File: src/hdl/bsr_pkg.sv
// Purpose: shared constants and carriers for the board system register bank
// Assumes: 50 MHz clock, 8-bit I/O cycles in a 16-bit I/O space
// Notes:   offsets are absolute I/O addresses
package bsr_pkg;

    // ------------------------------------------------------------
    // address map
    // ------------------------------------------------------------
    localparam logic [15:0] BSR_OFF_STATUS     = 16'h8200;
    localparam logic [15:0] BSR_OFF_CONTROL    = 16'h8201;
    localparam logic [15:0] BSR_OFF_CLASS      = 16'h8202;
    localparam logic [15:0] BSR_OFF_SPARE_A    = 16'h8203;
    localparam logic [15:0] BSR_OFF_VARIANT    = 16'h8204;
    localparam logic [15:0] BSR_OFF_SETUP      = 16'h8205;
    localparam logic [15:0] BSR_OFF_REVISION   = 16'h8206;
    localparam logic [15:0] BSR_OFF_SOCK_CFG   = 16'h8207;
    localparam logic [15:0] BSR_OFF_SOCK_PAGE  = 16'h8208;
    localparam logic [15:0] BSR_OFF_SOCK_BASE  = 16'h8209;
    localparam logic [15:0] BSR_OFF_BOOT       = 16'h820a;
    localparam logic [15:0] BSR_OFF_SENSOR_BUS = 16'h820b;
    localparam logic [15:0] BSR_OFF_SWITCHES   = 16'h820c;
    localparam logic [15:0] BSR_OFF_LAST       = 16'h821f;

    // ------------------------------------------------------------
    // field positions
    // ------------------------------------------------------------
    localparam int BSR_CTL_SRC_SEL  = 3;
    localparam int BSR_CTL_HALT     = 4;
    localparam int BSR_CTL_ACTION   = 5;
    localparam int BSR_CTL_KICK     = 6;
    localparam int BSR_CTL_TRIGGER  = 7;
    localparam int BSR_SET_WD_RUN   = 6;
    localparam int BSR_SET_READY    = 7;
    localparam int BSR_SOCK_EN      = 7;
    localparam int BSR_SOCK_SIZE    = 0;
    localparam int BSR_SB_SCL_LATCH = 7;
    localparam int BSR_SB_SDA_LATCH = 6;

    // ------------------------------------------------------------
    // values after reset and magic values
    // ------------------------------------------------------------
    localparam logic [7:0] BSR_CONTROL_RESET   = 8'h05;
    localparam logic [7:0] BSR_SETUP_RESET     = 8'h00;
    localparam logic [7:0] BSR_SOCK_CFG_RESET  = 8'h00;
    localparam logic [7:0] BSR_SOCK_PAGE_RESET = 8'h00;
    localparam logic [7:0] BSR_SOCK_BASE_RESET = 8'hd0;
    localparam logic [7:0] BSR_RESET_MAGIC     = 8'ha5;
    // identity defaults, values arbitrary
    localparam logic [7:0] BSR_CLASS_DEFAULT    = 8'h3c;
    localparam logic [7:0] BSR_VARIANT_DEFAULT  = 8'h6e;
    localparam logic [7:0] BSR_REVISION_DEFAULT = 8'h01;

    // ------------------------------------------------------------
    // timing
    // ------------------------------------------------------------
    localparam int BSR_CLK_HZ         = 50_000_000;
    localparam int BSR_WDOG_TIMEOUT_MS = 1000;
    localparam int BSR_WDOG_CYCLES    =
        BSR_WDOG_TIMEOUT_MS * (BSR_CLK_HZ / 1000);
    localparam int BSR_WDOG_W         = 26;
    localparam int BSR_RST_PULSE_NS   = 1000;
    localparam int BSR_RST_PULSE_CYCLES =
        (BSR_RST_PULSE_NS * (BSR_CLK_HZ / 1_000_000) + 999) / 1000;
    localparam int BSR_RST_CNT_W      = 6;

    // ------------------------------------------------------------
    // carriers
    // ------------------------------------------------------------
    typedef struct packed {
        logic [15:0] addr;
        logic [7:0]  wdata;
        logic        rd;
        logic        wr;
    } bsr_io_req_s;

    typedef struct packed {
        logic       supply_fault_n;
        logic       error_irq_pending_n;
        logic       battery_low_n;
        logic       temp_limit_n;
        logic       clock_chip_square_wave;
        logic       timer2_out;
        logic       speaker_enable;
        logic       scl_in;
        logic       sda_in;
        logic [1:0] boot_mode;
        logic [7:0] switches;
    } bsr_pins_s;

    localparam int BSR_PINS_W = 19;

endpackage

File: src/hdl/bsr_sync.sv
// Purpose: two-stage synchroniser for pin inputs
// Assumes: inputs are asynchronous to clk
// Notes:   first stage feeds only the second stage
`timescale 1ns/100ps
`default_nettype none
module bsr_sync #(
    parameter int           W         = 1,
    parameter logic [W-1:0] RESET_VAL = '1
) (
    // clock and reset
    input  wire logic         clk,
    input  wire logic         reset,
    // data
    input  wire logic [W-1:0] d,
    output logic      [W-1:0] q
);

    typedef struct packed {
        logic [W-1:0] meta;
        logic [W-1:0] stable;
    } bsr_sync_s;

    bsr_sync_s st;
    bsr_sync_s next_st;

    always_comb begin
        next_st.meta   = d;
        next_st.stable = st.meta;
    end

    always_ff @(posedge clk) begin
        if (reset) begin
            st <= '{meta: RESET_VAL, stable: RESET_VAL};
        end else begin
            st <= next_st;
        end
    end

    assign q = st.stable;

endmodule
`default_nettype wire

File: src/hdl/bsr_regs.sv
// Purpose: board system register bank on the host I/O cycle port
// Assumes: io strobes are one-cycle pulses on clk; pins are asynchronous
// Notes:   read data appears one edge after the read strobe
`timescale 1ns/100ps
`default_nettype none
module bsr_regs
    import bsr_pkg::*;
#(
    parameter int         WDOG_CYCLES   = bsr_pkg::BSR_WDOG_CYCLES,
    parameter logic [7:0] CLASS_CODE    = bsr_pkg::BSR_CLASS_DEFAULT,
    parameter logic [7:0] VARIANT_CODE  = bsr_pkg::BSR_VARIANT_DEFAULT,
    parameter logic [7:0] REVISION_CODE = bsr_pkg::BSR_REVISION_DEFAULT
) (
    // clock and reset
    input  wire logic                 clk,
    input  wire logic                 reset,
    // host i/o cycles
    input  wire bsr_pkg::bsr_io_req_s io_req,
    output logic [7:0]                io_rdata,
    output logic                      io_rd_hit,
    // board pins in
    input  wire bsr_pkg::bsr_pins_s   pins,
    // board pins out
    output logic                      halt_line_n,
    output logic                      trigger_out_n,
    output logic                      hw_reset_out,
    output logic                      ready_out,
    // socket window setup
    output logic                      sock_en,
    output logic                      sock_size,
    output logic [2:0]                sock_page,
    output logic [5:0]                sock_base,
    // sensor bus, open drain
    output logic                      scl_out,
    output logic                      scl_oe,
    output logic                      sda_out,
    output logic                      sda_oe
);
    import bsr_pkg::*;

    // ------------------------------------------------------------
    // state
    // ------------------------------------------------------------
    typedef struct packed {
        logic                     halt;
        logic                     kick;
        logic                     src_sel;
        logic                     trig;
        logic                     wd_run;
        logic                     ready;
        logic                     sock_en;
        logic                     sock_size;
        logic [2:0]               page;
        logic [5:0]               base;
        logic                     scl_oe;
        logic                     sda_oe;
        logic                     wd_expired;
        logic [BSR_WDOG_W-1:0]    wd_cnt;
        logic [BSR_RST_CNT_W-1:0] rst_cnt;
        logic [7:0]               rdata;
        logic                     rd_hit;
        logic                     halt_n;
        logic                     trig_out;
        logic                     rst_out;
    } bsr_state_s;
    localparam bsr_state_s ST_RESET = '{
        halt:       BSR_CONTROL_RESET[BSR_CTL_HALT],
        kick:       BSR_CONTROL_RESET[BSR_CTL_KICK],
        src_sel:    1'b1,
        trig:       1'b1,
        wd_run:     BSR_SETUP_RESET[BSR_SET_WD_RUN],
        ready:      BSR_SETUP_RESET[BSR_SET_READY],
        sock_en:    BSR_SOCK_CFG_RESET[BSR_SOCK_EN],
        sock_size:  BSR_SOCK_CFG_RESET[BSR_SOCK_SIZE],
        page:       BSR_SOCK_PAGE_RESET[2:0],
        base:       BSR_SOCK_BASE_RESET[5:0],
        scl_oe:     1'b0,
        sda_oe:     1'b0,
        wd_expired: 1'b0,
        wd_cnt:     '0,
        rst_cnt:    '0,
        rdata:      8'h00,
        rd_hit:     1'b0,
        halt_n:     1'b1,
        trig_out:   1'b1,
        rst_out:    1'b0
    };
    localparam logic [BSR_WDOG_W-1:0] WD_LAST =
        BSR_WDOG_W'(WDOG_CYCLES - 1);
    localparam logic [BSR_RST_CNT_W-1:0] RST_LOAD =
        BSR_RST_CNT_W'(BSR_RST_PULSE_CYCLES);
    bsr_state_s st;
    bsr_state_s next_st;
    bsr_pins_s  pins_q;
    logic       in_bank;

    // ------------------------------------------------------------
    // pin synchronisers
    // ------------------------------------------------------------
    bsr_sync #(
        .W         (BSR_PINS_W),
        .RESET_VAL ('1)
    ) u_pin_sync (
        .clk   (clk),
        .reset (reset),
        .d     (pins),
        .q     (pins_q)
    );
    assign in_bank = (io_req.addr >= BSR_OFF_STATUS)
                  && (io_req.addr <= BSR_OFF_LAST);

    // ------------------------------------------------------------
    // next state
    // ------------------------------------------------------------
    always_comb begin
        logic [7:0] rv;
        logic       kicked;
        logic       magic;
        rv      = 8'h00;
        kicked  = 1'b0;
        magic   = 1'b0;
        next_st = st;
        if (st.rst_cnt != '0) begin
            next_st.rst_cnt = st.rst_cnt - 1'b1;
        end

        // status and class writes fall to default: nothing stored
        if (io_req.wr && in_bank) begin
            unique case (io_req.addr)
                BSR_OFF_CONTROL: begin
                    next_st.halt    = io_req.wdata[BSR_CTL_HALT];
                    kicked = io_req.wdata[BSR_CTL_KICK] != st.kick;
                    next_st.kick    = io_req.wdata[BSR_CTL_KICK];
                    next_st.src_sel = io_req.wdata[BSR_CTL_SRC_SEL];
                    next_st.trig    = io_req.wdata[BSR_CTL_TRIGGER];
                end
                BSR_OFF_SETUP: begin
                    if (io_req.wdata[BSR_SET_WD_RUN]) begin
                        next_st.wd_run = 1'b1;
                    end
                    next_st.ready = io_req.wdata[BSR_SET_READY];
                end
                BSR_OFF_SOCK_CFG: begin
                    next_st.sock_en   = io_req.wdata[BSR_SOCK_EN];
                    next_st.sock_size = io_req.wdata[BSR_SOCK_SIZE];
                end
                BSR_OFF_SOCK_PAGE: next_st.page = io_req.wdata[2:0];
                BSR_OFF_SOCK_BASE: next_st.base = io_req.wdata[5:0];
                BSR_OFF_SENSOR_BUS: begin
                    // latch low means the pin is pulled down
                    next_st.scl_oe = ~io_req.wdata[BSR_SB_SCL_LATCH];
                    next_st.sda_oe = ~io_req.wdata[BSR_SB_SDA_LATCH];
                end
                BSR_OFF_VARIANT: begin
                    magic = io_req.wdata == BSR_RESET_MAGIC;
                end
                default: ;
            endcase
        end
        // expiry always ends in hardware reset
        if (st.wd_run && !st.wd_expired) begin
            if (kicked) begin
                next_st.wd_cnt = '0;
            end else if (st.wd_cnt == WD_LAST) begin
                next_st.wd_expired = 1'b1;
                next_st.wd_cnt     = '0;
                next_st.rst_cnt    = RST_LOAD;
            end else begin
                next_st.wd_cnt = st.wd_cnt + 1'b1;
            end
        end
        if (magic) begin
            next_st         = ST_RESET;
            next_st.rst_cnt = RST_LOAD;
        end
        unique case (io_req.addr)
            BSR_OFF_STATUS: begin
                rv = {pins_q.temp_limit_n, pins_q.battery_low_n, 1'b1,
                      ~st.wd_expired, 1'b1, 1'b1,
                      pins_q.error_irq_pending_n, pins_q.supply_fault_n};
            end
            BSR_OFF_CONTROL: begin
                rv = {1'b1, st.kick, 1'b0, st.halt, 1'b1, 1'b1, 1'b0,
                      1'b1};
            end
            BSR_OFF_CLASS:     rv = CLASS_CODE;
            BSR_OFF_VARIANT:   rv = VARIANT_CODE;
            BSR_OFF_SETUP:     rv = {st.ready, st.wd_run, 6'h00};
            BSR_OFF_REVISION:  rv = REVISION_CODE;
            BSR_OFF_SOCK_CFG:  rv = {st.sock_en, 6'h00, st.sock_size};
            BSR_OFF_SOCK_PAGE: rv = {5'h00, st.page};
            BSR_OFF_SOCK_BASE: rv = {2'h3, st.base};
            BSR_OFF_BOOT:      rv = {6'h00, pins_q.boot_mode};
            BSR_OFF_SENSOR_BUS: begin
                rv = {~st.scl_oe, ~st.sda_oe, pins_q.scl_in,
                      pins_q.sda_in, 4'hf};
            end
            BSR_OFF_SWITCHES:  rv = pins_q.switches;
            default:           rv = 8'h00;
        endcase
        if (io_req.rd) begin
            next_st.rdata  = in_bank ? rv : 8'h00;
            next_st.rd_hit = in_bank;
        end else begin
            next_st.rd_hit = 1'b0;
        end
        next_st.halt_n = ~next_st.halt;
        if (next_st.src_sel) begin
            next_st.trig_out = next_st.trig;
        end else if (!next_st.trig) begin
            next_st.trig_out = pins_q.clock_chip_square_wave;
        end else begin
            next_st.trig_out = pins_q.timer2_out & pins_q.speaker_enable;
        end
        next_st.rst_out = next_st.rst_cnt != '0;
    end
    always_ff @(posedge clk) begin
        if (reset) begin
            st <= ST_RESET;
        end else begin
            st <= next_st;
        end
    end

    // ------------------------------------------------------------
    // outputs
    // ------------------------------------------------------------
    assign io_rdata      = st.rdata;
    assign io_rd_hit     = st.rd_hit;
    assign halt_line_n   = st.halt_n;
    assign trigger_out_n = st.trig_out;
    assign hw_reset_out  = st.rst_out;
    assign ready_out     = st.ready;
    assign sock_en       = st.sock_en;
    assign sock_size     = st.sock_size;
    assign sock_page     = st.page;
    assign sock_base     = st.base;
    assign scl_out       = 1'b0;
    assign scl_oe        = st.scl_oe;
    assign sda_out       = 1'b0;
    assign sda_oe        = st.sda_oe;

    // ------------------------------------------------------------
    // checks
    // ------------------------------------------------------------
    AST_STATUS_PINS: assert property (
        @(posedge clk) disable iff (reset)
        (io_req.rd && io_req.addr == BSR_OFF_STATUS) |=>
        (io_rdata[0] == $past(pins_q.supply_fault_n)
         && io_rdata[1] == $past(pins_q.error_irq_pending_n)
         && io_rdata[7] == $past(pins_q.temp_limit_n)
         && io_rdata[6] == $past(pins_q.battery_low_n))
    ) else $error("status pin bits wrong");
    AST_STATUS_CONST: assert property (
        @(posedge clk) disable iff (reset)
        (io_req.rd && io_req.addr == BSR_OFF_STATUS) |=>
        (io_rdata[5] && io_rdata[3] && io_rdata[2]
         && io_rdata[4] == !$past(st.wd_expired))
    ) else $error("status constant or watchdog bit wrong");
    AST_WD_LATCH: assert property (
        @(posedge clk) disable iff (reset)
        (st.wd_expired && !(io_req.wr && io_req.addr == BSR_OFF_VARIANT
                            && io_req.wdata == BSR_RESET_MAGIC))
        |=> st.wd_expired
    ) else $error("watchdog flag dropped without reset");
    AST_CTRL_READ: assert property (
        @(posedge clk) disable iff (reset)
        (io_req.rd && io_req.addr == BSR_OFF_CONTROL) |=>
        (io_rdata[0] && !io_rdata[1] && io_rdata[2] && io_rdata[3]
         && io_rdata[7] && !io_rdata[5])
    ) else $error("control fixed bits wrong");
    AST_HALT: assert property (
        @(posedge clk) disable iff (reset)
        (io_req.wr && io_req.addr == BSR_OFF_CONTROL) |=>
        (halt_line_n == !$past(io_req.wdata[BSR_CTL_HALT]))
        ##1 (halt_line_n == st.halt_n)
    ) else $error("halt line not following control bit");
    AST_EXPIRY_RESET: assert property (
        @(posedge clk) disable iff (reset)
        $rose(st.wd_expired) |-> hw_reset_out [*8]
    ) else $error("expiry without reset pulse");
    AST_KICK: assert property (
        @(posedge clk) disable iff (reset)
        (io_req.wr && io_req.addr == BSR_OFF_CONTROL && st.wd_run
         && !st.wd_expired
         && io_req.wdata[BSR_CTL_KICK] != st.kick)
        |=> (st.wd_cnt == '0) ##1 (st.wd_cnt <= 1)
    ) else $error("kick did not restart watchdog");
    AST_MAGIC: assert property (
        @(posedge clk) disable iff (reset)
        (io_req.wr && io_req.addr == BSR_OFF_VARIANT
         && io_req.wdata == BSR_RESET_MAGIC)
        |=> (hw_reset_out && !st.wd_expired && !st.wd_run)
    ) else $error("magic write did not reset");
    AST_RESERVED: assert property (
        @(posedge clk) disable iff (reset)
        (io_req.rd && (io_req.addr == BSR_OFF_SPARE_A
         || (io_req.addr > BSR_OFF_SWITCHES
             && io_req.addr <= BSR_OFF_LAST)))
        |=> (io_rdata == 8'h00 && io_rd_hit)
    ) else $error("reserved read not zero");
    AST_WD_STICKY: assert property (
        @(posedge clk) disable iff (reset)
        (st.wd_run && !(io_req.wr && io_req.addr == BSR_OFF_VARIANT
                        && io_req.wdata == BSR_RESET_MAGIC))
        |=> st.wd_run
    ) else $error("watchdog run enable cleared");
endmodule
`default_nettype wire

File: config.mk
export PLATFORM = sky130hd
export DESIGN_NAME = bsr_regs
export DESIGN_NICKNAME = d
export VERILOG_FILES = /design/src/hdl/bsr_pkg.sv /design/src/hdl/bsr_sync.sv /design/src/hdl/bsr_regs.sv
export SDC_FILE = /design/constraint.sdc
export NUM_CORES = 1
export LEC_CHECK = 0
export BUFFER_PORTS_ARGS = -buffer_cell sky130_fd_sc_hd__buf_2
export CORE_ASPECT_RATIO = 1.75
export CORE_MARGIN = 1
export CORE_UTILIZATION = 37
export CTS_BUF_LIST = sky130_fd_sc_hd__clkbuf_16
export DETAILED_ROUTE_END_ITERATION = 10
export SLEW_MARGIN = 20
export SYNTH_ARGS = -nofsm -noshare
export SYNTH_HDL_FRONTEND = slang
export SYNTH_HIERARCHICAL = 1
export SYNTH_SLANG_ARGS = --single-unit
File: constraint.sdc
create_clock -name clk -period 5.8 [get_ports clk]
set_input_delay 0.58 -clock clk [delete_from_list [all_inputs] [get_ports clk]]
set_output_delay 0.58 -clock clk [all_outputs]
set_load 0.05 [all_outputs]
==> out/metrics.yaml, run 1 <==
power_and_ir_drop:
  clkPwrFrac_pct: 38.0
  power_leakage_nw: 2.073
  power_frac_seq_pct: 47.0
  power_density_nw_per_um2: 294.1
  combPwrFrac_pct: 15.1
  p_switching_uw: 447.6
  max-vdd-ir-drop_v: 0.0001737
  p_int_mw: 1.187
  sw_frac_of_total_pct: 27.39
final_layout:
  fin_cells: 775
  drive_gt1_share_pct: 17.91
  nFillCells: 1315
  fin_nets: 648
  area_delta_synth_final_pct: 12.23
  final_util_pct: 42.72
yosys:
  yosysWarnings: 6
  synth_top_cells_by_count: "dfxtp_1, a21oi_1, or2_1"
  syn_inst: 565
  yosys-top-cells-area: "dfxtp_1, or2_1, a21oi_1, mux2i_1, buf_4"
  async_flop_share_pct: 0
  yosys.cell_types.count: 66
  ys.flop_type: "dfxtp_1"
  synth_seq_cells: 102
  ys_seq_area_share_pct: 41.24
  synth_edf_count: 0
  synth.largest_area_cell: "dfxtp_1"
  netlist.area_leader.share_pct: 41.24
  avgSynthCellArea_sq_um: 8.763
  yosysMostFrequentCell: "dfxtp_1"
  synth_area_sq_um: 4951
floorplan:
  fp.dieArea_sq_um: 13870
  die_w_um: 89.45
  start_util_pct: 38.07
  io_pins: 75
  die_h_um: 155.0
  coreArea_sq_um: 13010
  rows: 55
critical_path:
  path_cells: "ha_1 > nand3_1 > or4_1 > o2bb2ai_1 > o21ai_0 > a32o_1"
  end_kind: "flip-flop"
  crit_arrival_ps: 2870
  cp_slowest_stage_delay_ps: 720
  worstSetupStartpointType: "flip-flop"
  crit_fanout: 12
  critPathSlowestCell: "o2bb2ai_1"
  worstPathRequired_ps: 6040
  critPathKind: "reg -> reg"
cts:
  clk_path_buf_depth: 2
  htreeDepth: 3
  path_clk_slew_ps: 80
  insertion_delay_ps: 350
  numCtsBuffers: 9
  post_cts_buffers: 0
  cts_hold_buf: 0
  cts_resized: 0
  clkSinkCount: 102
  cts_root_buf: "clkbuf_16"
  cts_tree: "built"
global_route:
  grt_pass1_wl_mm: 20.34
  grt_max_degree: 49
  antenna_found_initial: 0
  met1_usage_pct: 19.63
  busiest_layer: "met2"
  grt_pass1_vias: 4133
  grt_util_met2_pct: 35.91
  grtUsageMet3_pct: 3.236
  grt_usage_pct: 19.56
  overflow: 0
timing:
  tns_ps: 0
  finalCritPeriodShare_pct: 45.28
  final_hold_viol_count: 0
  rsz0062_at_grt: "false"
  timing.fmax_ghz: 0.3808
  setup_viol: 0
  clock_skew_ps: 10.09
  finalMaxSlewViolations: 0
  fin_hold_ws_ps: 402.1
  max-slew-margin-rel_pct: 42.86
  setup_ws_ps: 3174
  worst_pin_slew_ps: 857.1
  min_period_ps: 2626
detailed_routing:
  vias: 4272
  wl_per_cell_um: 16.90
  ant_nets: 0
  wirelength_mm: 13.10
  dr.pass1.iters: 5
  drt_iter0_markers: 207
  drc: 0
  via_per_inst: 5.512
placement:
  dpl_worst_slack_ps: 3011
  place_hpwl_mm: 9.789
  port_buffers: 72
  place_inst: 758
  gp_congestion: 0.8946
outcome:
  status: "complete, no violations"
flow_run:
  maxCapViolCount: 0
min_path:
  hold_path_class: "reg -> reg"
state kept, by name (all words and copies together) (netlist names):
register,flops
ready_out,1
sda_oe,1
io_rdata,8
scl_oe,1
u_pin_sync/next_st,19
hw_reset_out,1
trigger_out_n,1
halt_line_n,1
sock_en,1
u_pin_sync/q,19
st,38
sock_size,1
io_rd_hit,1
sock_base,6
sock_page,3
worst max-delay path: cells and delay by family (launching register included):
kind                       cells  cell delay [ps]
AOI/OAI and AO/OA              3             1180
adders and majority gates      1              220
DFF                            1              390
and+or+nand+nor                2              730
power groups by stage:
stage | clock network [mW] | logic, mW | registers [mW]
6_report | 0.620 | 0.246 | 0.767
5_1_grt | 0.661 | 0.273 | 0.773
4_1_cts | 0.636 | 0.246 | 0.767
3_5_place_dp | 0 | 0.244 | 0.784
3_3_place_gp | 0 | 0.236 | 0.781
2_1_floorplan | 0 | 0.182 | 0.785
per-layer routing:
| metal | up-vias | wire length [um] |
|---|---|---|
| met2 | 127 | 7007 |
| met3 | 36 | 536 |
| met1 | 1996 | 4878 |
| met4 | 0 | 675 |
| met5 | - | 0 |
| li1 | 2113 | - |
final timing paths:
path	from	endpoint	slack [ps]	cells past startpoint
worst min-delay path	u_pin_sync/next_st[10]$_SDFF_PP1_	u_pin_sync/q[10]$_SDFF_PP1_	400	1
worst max register to register	st[18]$_SDFFE_PP0P_	st[20]$_SDFFE_PP0P_	3170	6
worst max-delay path	st[18]$_SDFFE_PP0P_	st[20]$_SDFFE_PP0P_	3170	6
worst min register to register	u_pin_sync/next_st[10]$_SDFF_PP1_	u_pin_sync/q[10]$_SDFF_PP1_	400	1
layout by cell type (no fill, tap or decap), drive strengths merged, types with 4 or more instances in the layout:
cell / netlist / routed
nor2: 32 / 32
o21ai: 20 / 20
xnor2: 5 / 5
clkbuf: 23 / 9
nor2b: 6 / 6
a31oi: 8 / 8
nor4bb: 5 / 5
or3: 9 / 9
and2: 10 / 10
and3: 13 / 13
dfxtp: 102 / 102
nor3: 14 / 14
a21oi: 38 / 38
a22o: 7 / 7
mux2i: 18 / 18
inv: 7 / 10
o22ai: 9 / 9
a22oi: 6 / 6
nand3: 23 / 23
mux2: 4 / 4
or4: 13 / 13
nor3b: 5 / 5
nor4b: 5 / 5
or2: 41 / 41
nand2: 31 / 31
nand2b: 9 / 9
nor4: 10 / 10
buf: 31 / 75
nand4: 13 / 13
stage by stage:
step / total power [mW] / instance area, sq um
after floorplan: 0.9667 / 4955
after global placement: 1.018 / 5248
after detailed placement: 1.027 / 5248
after CTS: 1.649 / 5554
after global routing: 1.707 / 5554
final: 1.634 / 5557
cells by family (layout without fill, tap and decap cells):
| logic type | count (synthesis) | after routing | share of synthesized area [%] |
|---|---|---|---|
| buf+inv | 61 | 98 | 6.748 |
| flops | 102 | 102 | 41.24 |
| mux | 22 | 22 | 4.549 |
| simple gates | 250 | 250 | 29.92 |
| fa+ha+maj | 3 | 3 | 0.7582 |
| compound gates | 121 | 121 | 15.82 |
| xor+xnor | 5 | 5 | 0.8845 |
| other cells | 1 | 3 | 0.07574 |
layout make-up:
| cell class | instances | area (sq um) | share of cell area, % |
|---|---|---|---|
| well taps | 171 | 214.0 | 3.850 |
| clock buffers | 9 | 225.2 | 4.053 |
| multi-input cells | 403 | 2582 | 46.48 |
| inverters | 7 | 26.28 | 0.4729 |
| clock inverters | 7 | 81.33 | 1.464 |
| repair buffers | 75 | 382.9 | 6.890 |
| flip-flops and latches | 102 | 2042 | 36.75 |
| diodes | 1 | 2.502 | 0.04503 |
No activity file was read; power rests on OpenSTA's default activity.
==> run 2, diff against run 1 <==
==> constraint.sdc (replaced) <==
create_clock -name clk -period 2.6 [get_ports clk]
set_input_delay 0.26 -clock clk [delete_from_list [all_inputs] [get_ports clk]]
set_output_delay 0.26 -clock clk [all_outputs]
set_load 0.05 [all_outputs]
==> out/metrics.yaml, run 2 (synthesis gave the netlist of run 1 again) <==
detailed_routing:
  dr.pass1.iters: 4  # -1
  wl_per_cell_um: 17.03  # +0.80%
  ant_nets: 0  # unchanged
  drt_iter0_markers: 157  # -24%
  drc: 0  # unchanged
  vias: 4353  # +1.9%
  via_per_inst: 5.475  # -0.67%
  wirelength_mm: 13.54  # +3.4%
final_layout:
  largest_reg_flops: 38  # unchanged
  final_util_pct: 44.03  # +1.3 points
  layout_common_cells: "dfxtp_1, buf_2, a21oi_1"
  drive_gt1_share_pct: 20.83  # +2.9 points
  final_common_cell: "dfxtp_1"
  area_delta_synth_final_pct: 15.67
  antenna_cells: 0  # -1
  fin_nets: 669  # +3.2%
  largest-register: "st"
critical_path:
  startpoint: "st[27]$_SDFFE_PP0P_"
  path_cells: "or4b_2 > nor4_1 > buf_4 > a2bb2oi_1 > buf_12 > a31oi_1 > a21oi_1"
  critPathSlowestCell: "or4b_2"
  critPathKind: "reg -> reg"
  worstSetupStartpointType: "flip-flop"
  cp_slowest_stage_delay_ps: 670  # -50 ps
  end_kind: "flip-flop"
  r2r_start: "st[27]$_SDFFE_PP0P_"
  crit_fanout: 17  # +5
  worstPathRequired_ps: 2840  # -3200 ps
  crit_arrival_ps: 2710  # -160 ps
cts:
  cts_tree: "built"
  cts_hold_buf: 0  # unchanged
  clk_path_buf_depth: 2  # unchanged
  post_cts_buffers: 0  # unchanged
  numCtsBuffers: 9  # unchanged
  insertion_delay_ps: 350  # about the same
  cts_resized: 0  # unchanged
  clkSinkCount: 102  # unchanged
  cts_root_buf: "clkbuf_16"
  htreeDepth: 3  # unchanged
  path_clk_slew_ps: 80  # about the same
timing:
  rsz0062_at_grt: "false"
  timing.fmax_ghz: 0.4052  # +6.4%
  final_hold_viol_count: 0  # unchanged
  max-slew-margin-rel_pct: 53.50  # +11 points
  clock_skew_ps: 10.90  # +0.8045 ps
  worst_pin_slew_ps: 696.0  # -161.1 ps
  finalMaxSlewViolations: 0  # unchanged
  min_period_ps: 2468  # -158.1 ps
  setup_viol: 0  # unchanged
  tns_ps: 0  # unchanged
  finalCritPeriodShare_pct: 94.92  # +50 points
floorplan:
  die_h_um: 155.0  # unchanged
  die_w_um: 89.45  # unchanged
  rows: 55  # unchanged
  start_util_pct: 38.07  # unchanged
  coreArea_sq_um: 13010  # unchanged
  io_pins: 75  # unchanged
  fp.dieArea_sq_um: 13870  # unchanged
power_and_ir_drop:
  power_density_nw_per_um2: 631.6  # +110%
  max-vdd-ir-drop_v: 0.0004490  # +160%
  power_leakage_nw: 2.187  # +5.5%
global_route:
  antenna_found_initial: 0  # unchanged
  overflow: 0  # unchanged
  grt_usage_pct: 20.42  # +0.86 points
  grt_max_degree: 40  # -18%
  grt_pass1_vias: 4198  # +1.6%
  grt_pass1_wl_mm: 21.30  # +4.7%
min_path:
  hold_path_class: "in -> reg"
  worstHoldStart: "pins[1]"
placement:
  gp_congestion: 0.8858  # -0.98%
  port_buffers: 72  # unchanged
  place_hpwl_mm: 10.36  # +5.8%
outcome:
  status: "complete, no violations"
flow_run:
  maxCapViolCount: 0  # unchanged
[run 2: cell type report]
class                           count  area, sq um
Inverter                            7        26.28
Multi-Input combinational cell    403         2582
Tap cell                          171        214.0
Timing Repair Buffer               96        565.5
Clock buffer                        9        225.2
Sequential cell                   102         2042
Fill cell                        1277         7279
Clock inverter                      7        71.32
[run 2: power by group]
part	leakage [nW]	internal [mW]	switching (mW)
logic	1.21	0.251	0.316
registers	0.834	1.65	0.0601
clock network	0.146	0.679	0.665
[run 2: through the flow]
step	power (mW)	setup WS (ps)	hold WS (ps)	cell area, sq um	cells
6_report	3.617	132.0	83.42	5727	795
5_1_grt	3.785	76.09	73.97	5727	795
4_1_cts	3.640	127.3	77.65	5727	795
2_1_floorplan	2.156	557.3	357.1	4955	566
3_3_place_gp	2.291	199.6	386.5	5430	779
3_5_place_dp	2.310	150.9	387.1	5430	779
[run 2: worst paths after layout]
kind | depth (start not counted) | slack (ps) | end
setup / recovery | 7 | 130 | st[37]$_SDFFE_PP0P_
hold reg to reg | 1 | 400 | u_pin_sync/q[8]$_SDFF_PP1_
setup reg to reg | 7 | 130 | st[37]$_SDFFE_PP0P_
hold / removal | 2 | 80 | u_pin_sync/next_st[1]$_SDFF_PP1_
[run 2: per-layer routing]
metal	global-route usage [%]	up-vias	share of wire [%]
met4	11.19	0	4.5
met3	2.918	37	4.0
met5	0	-	0
li1	-	2149	-
met1	21.43	2019	37
met2	37.62	148	55
[run 2: critical path, delay by kind of cell (launching register included)]
kind / cells / cell delay, ps
buffers and inverters: 2 / 410
and+or+nand+nor: 2 / 1230
DFF: 1 / 370
AOI/OAI and AO/OA: 3 / 340
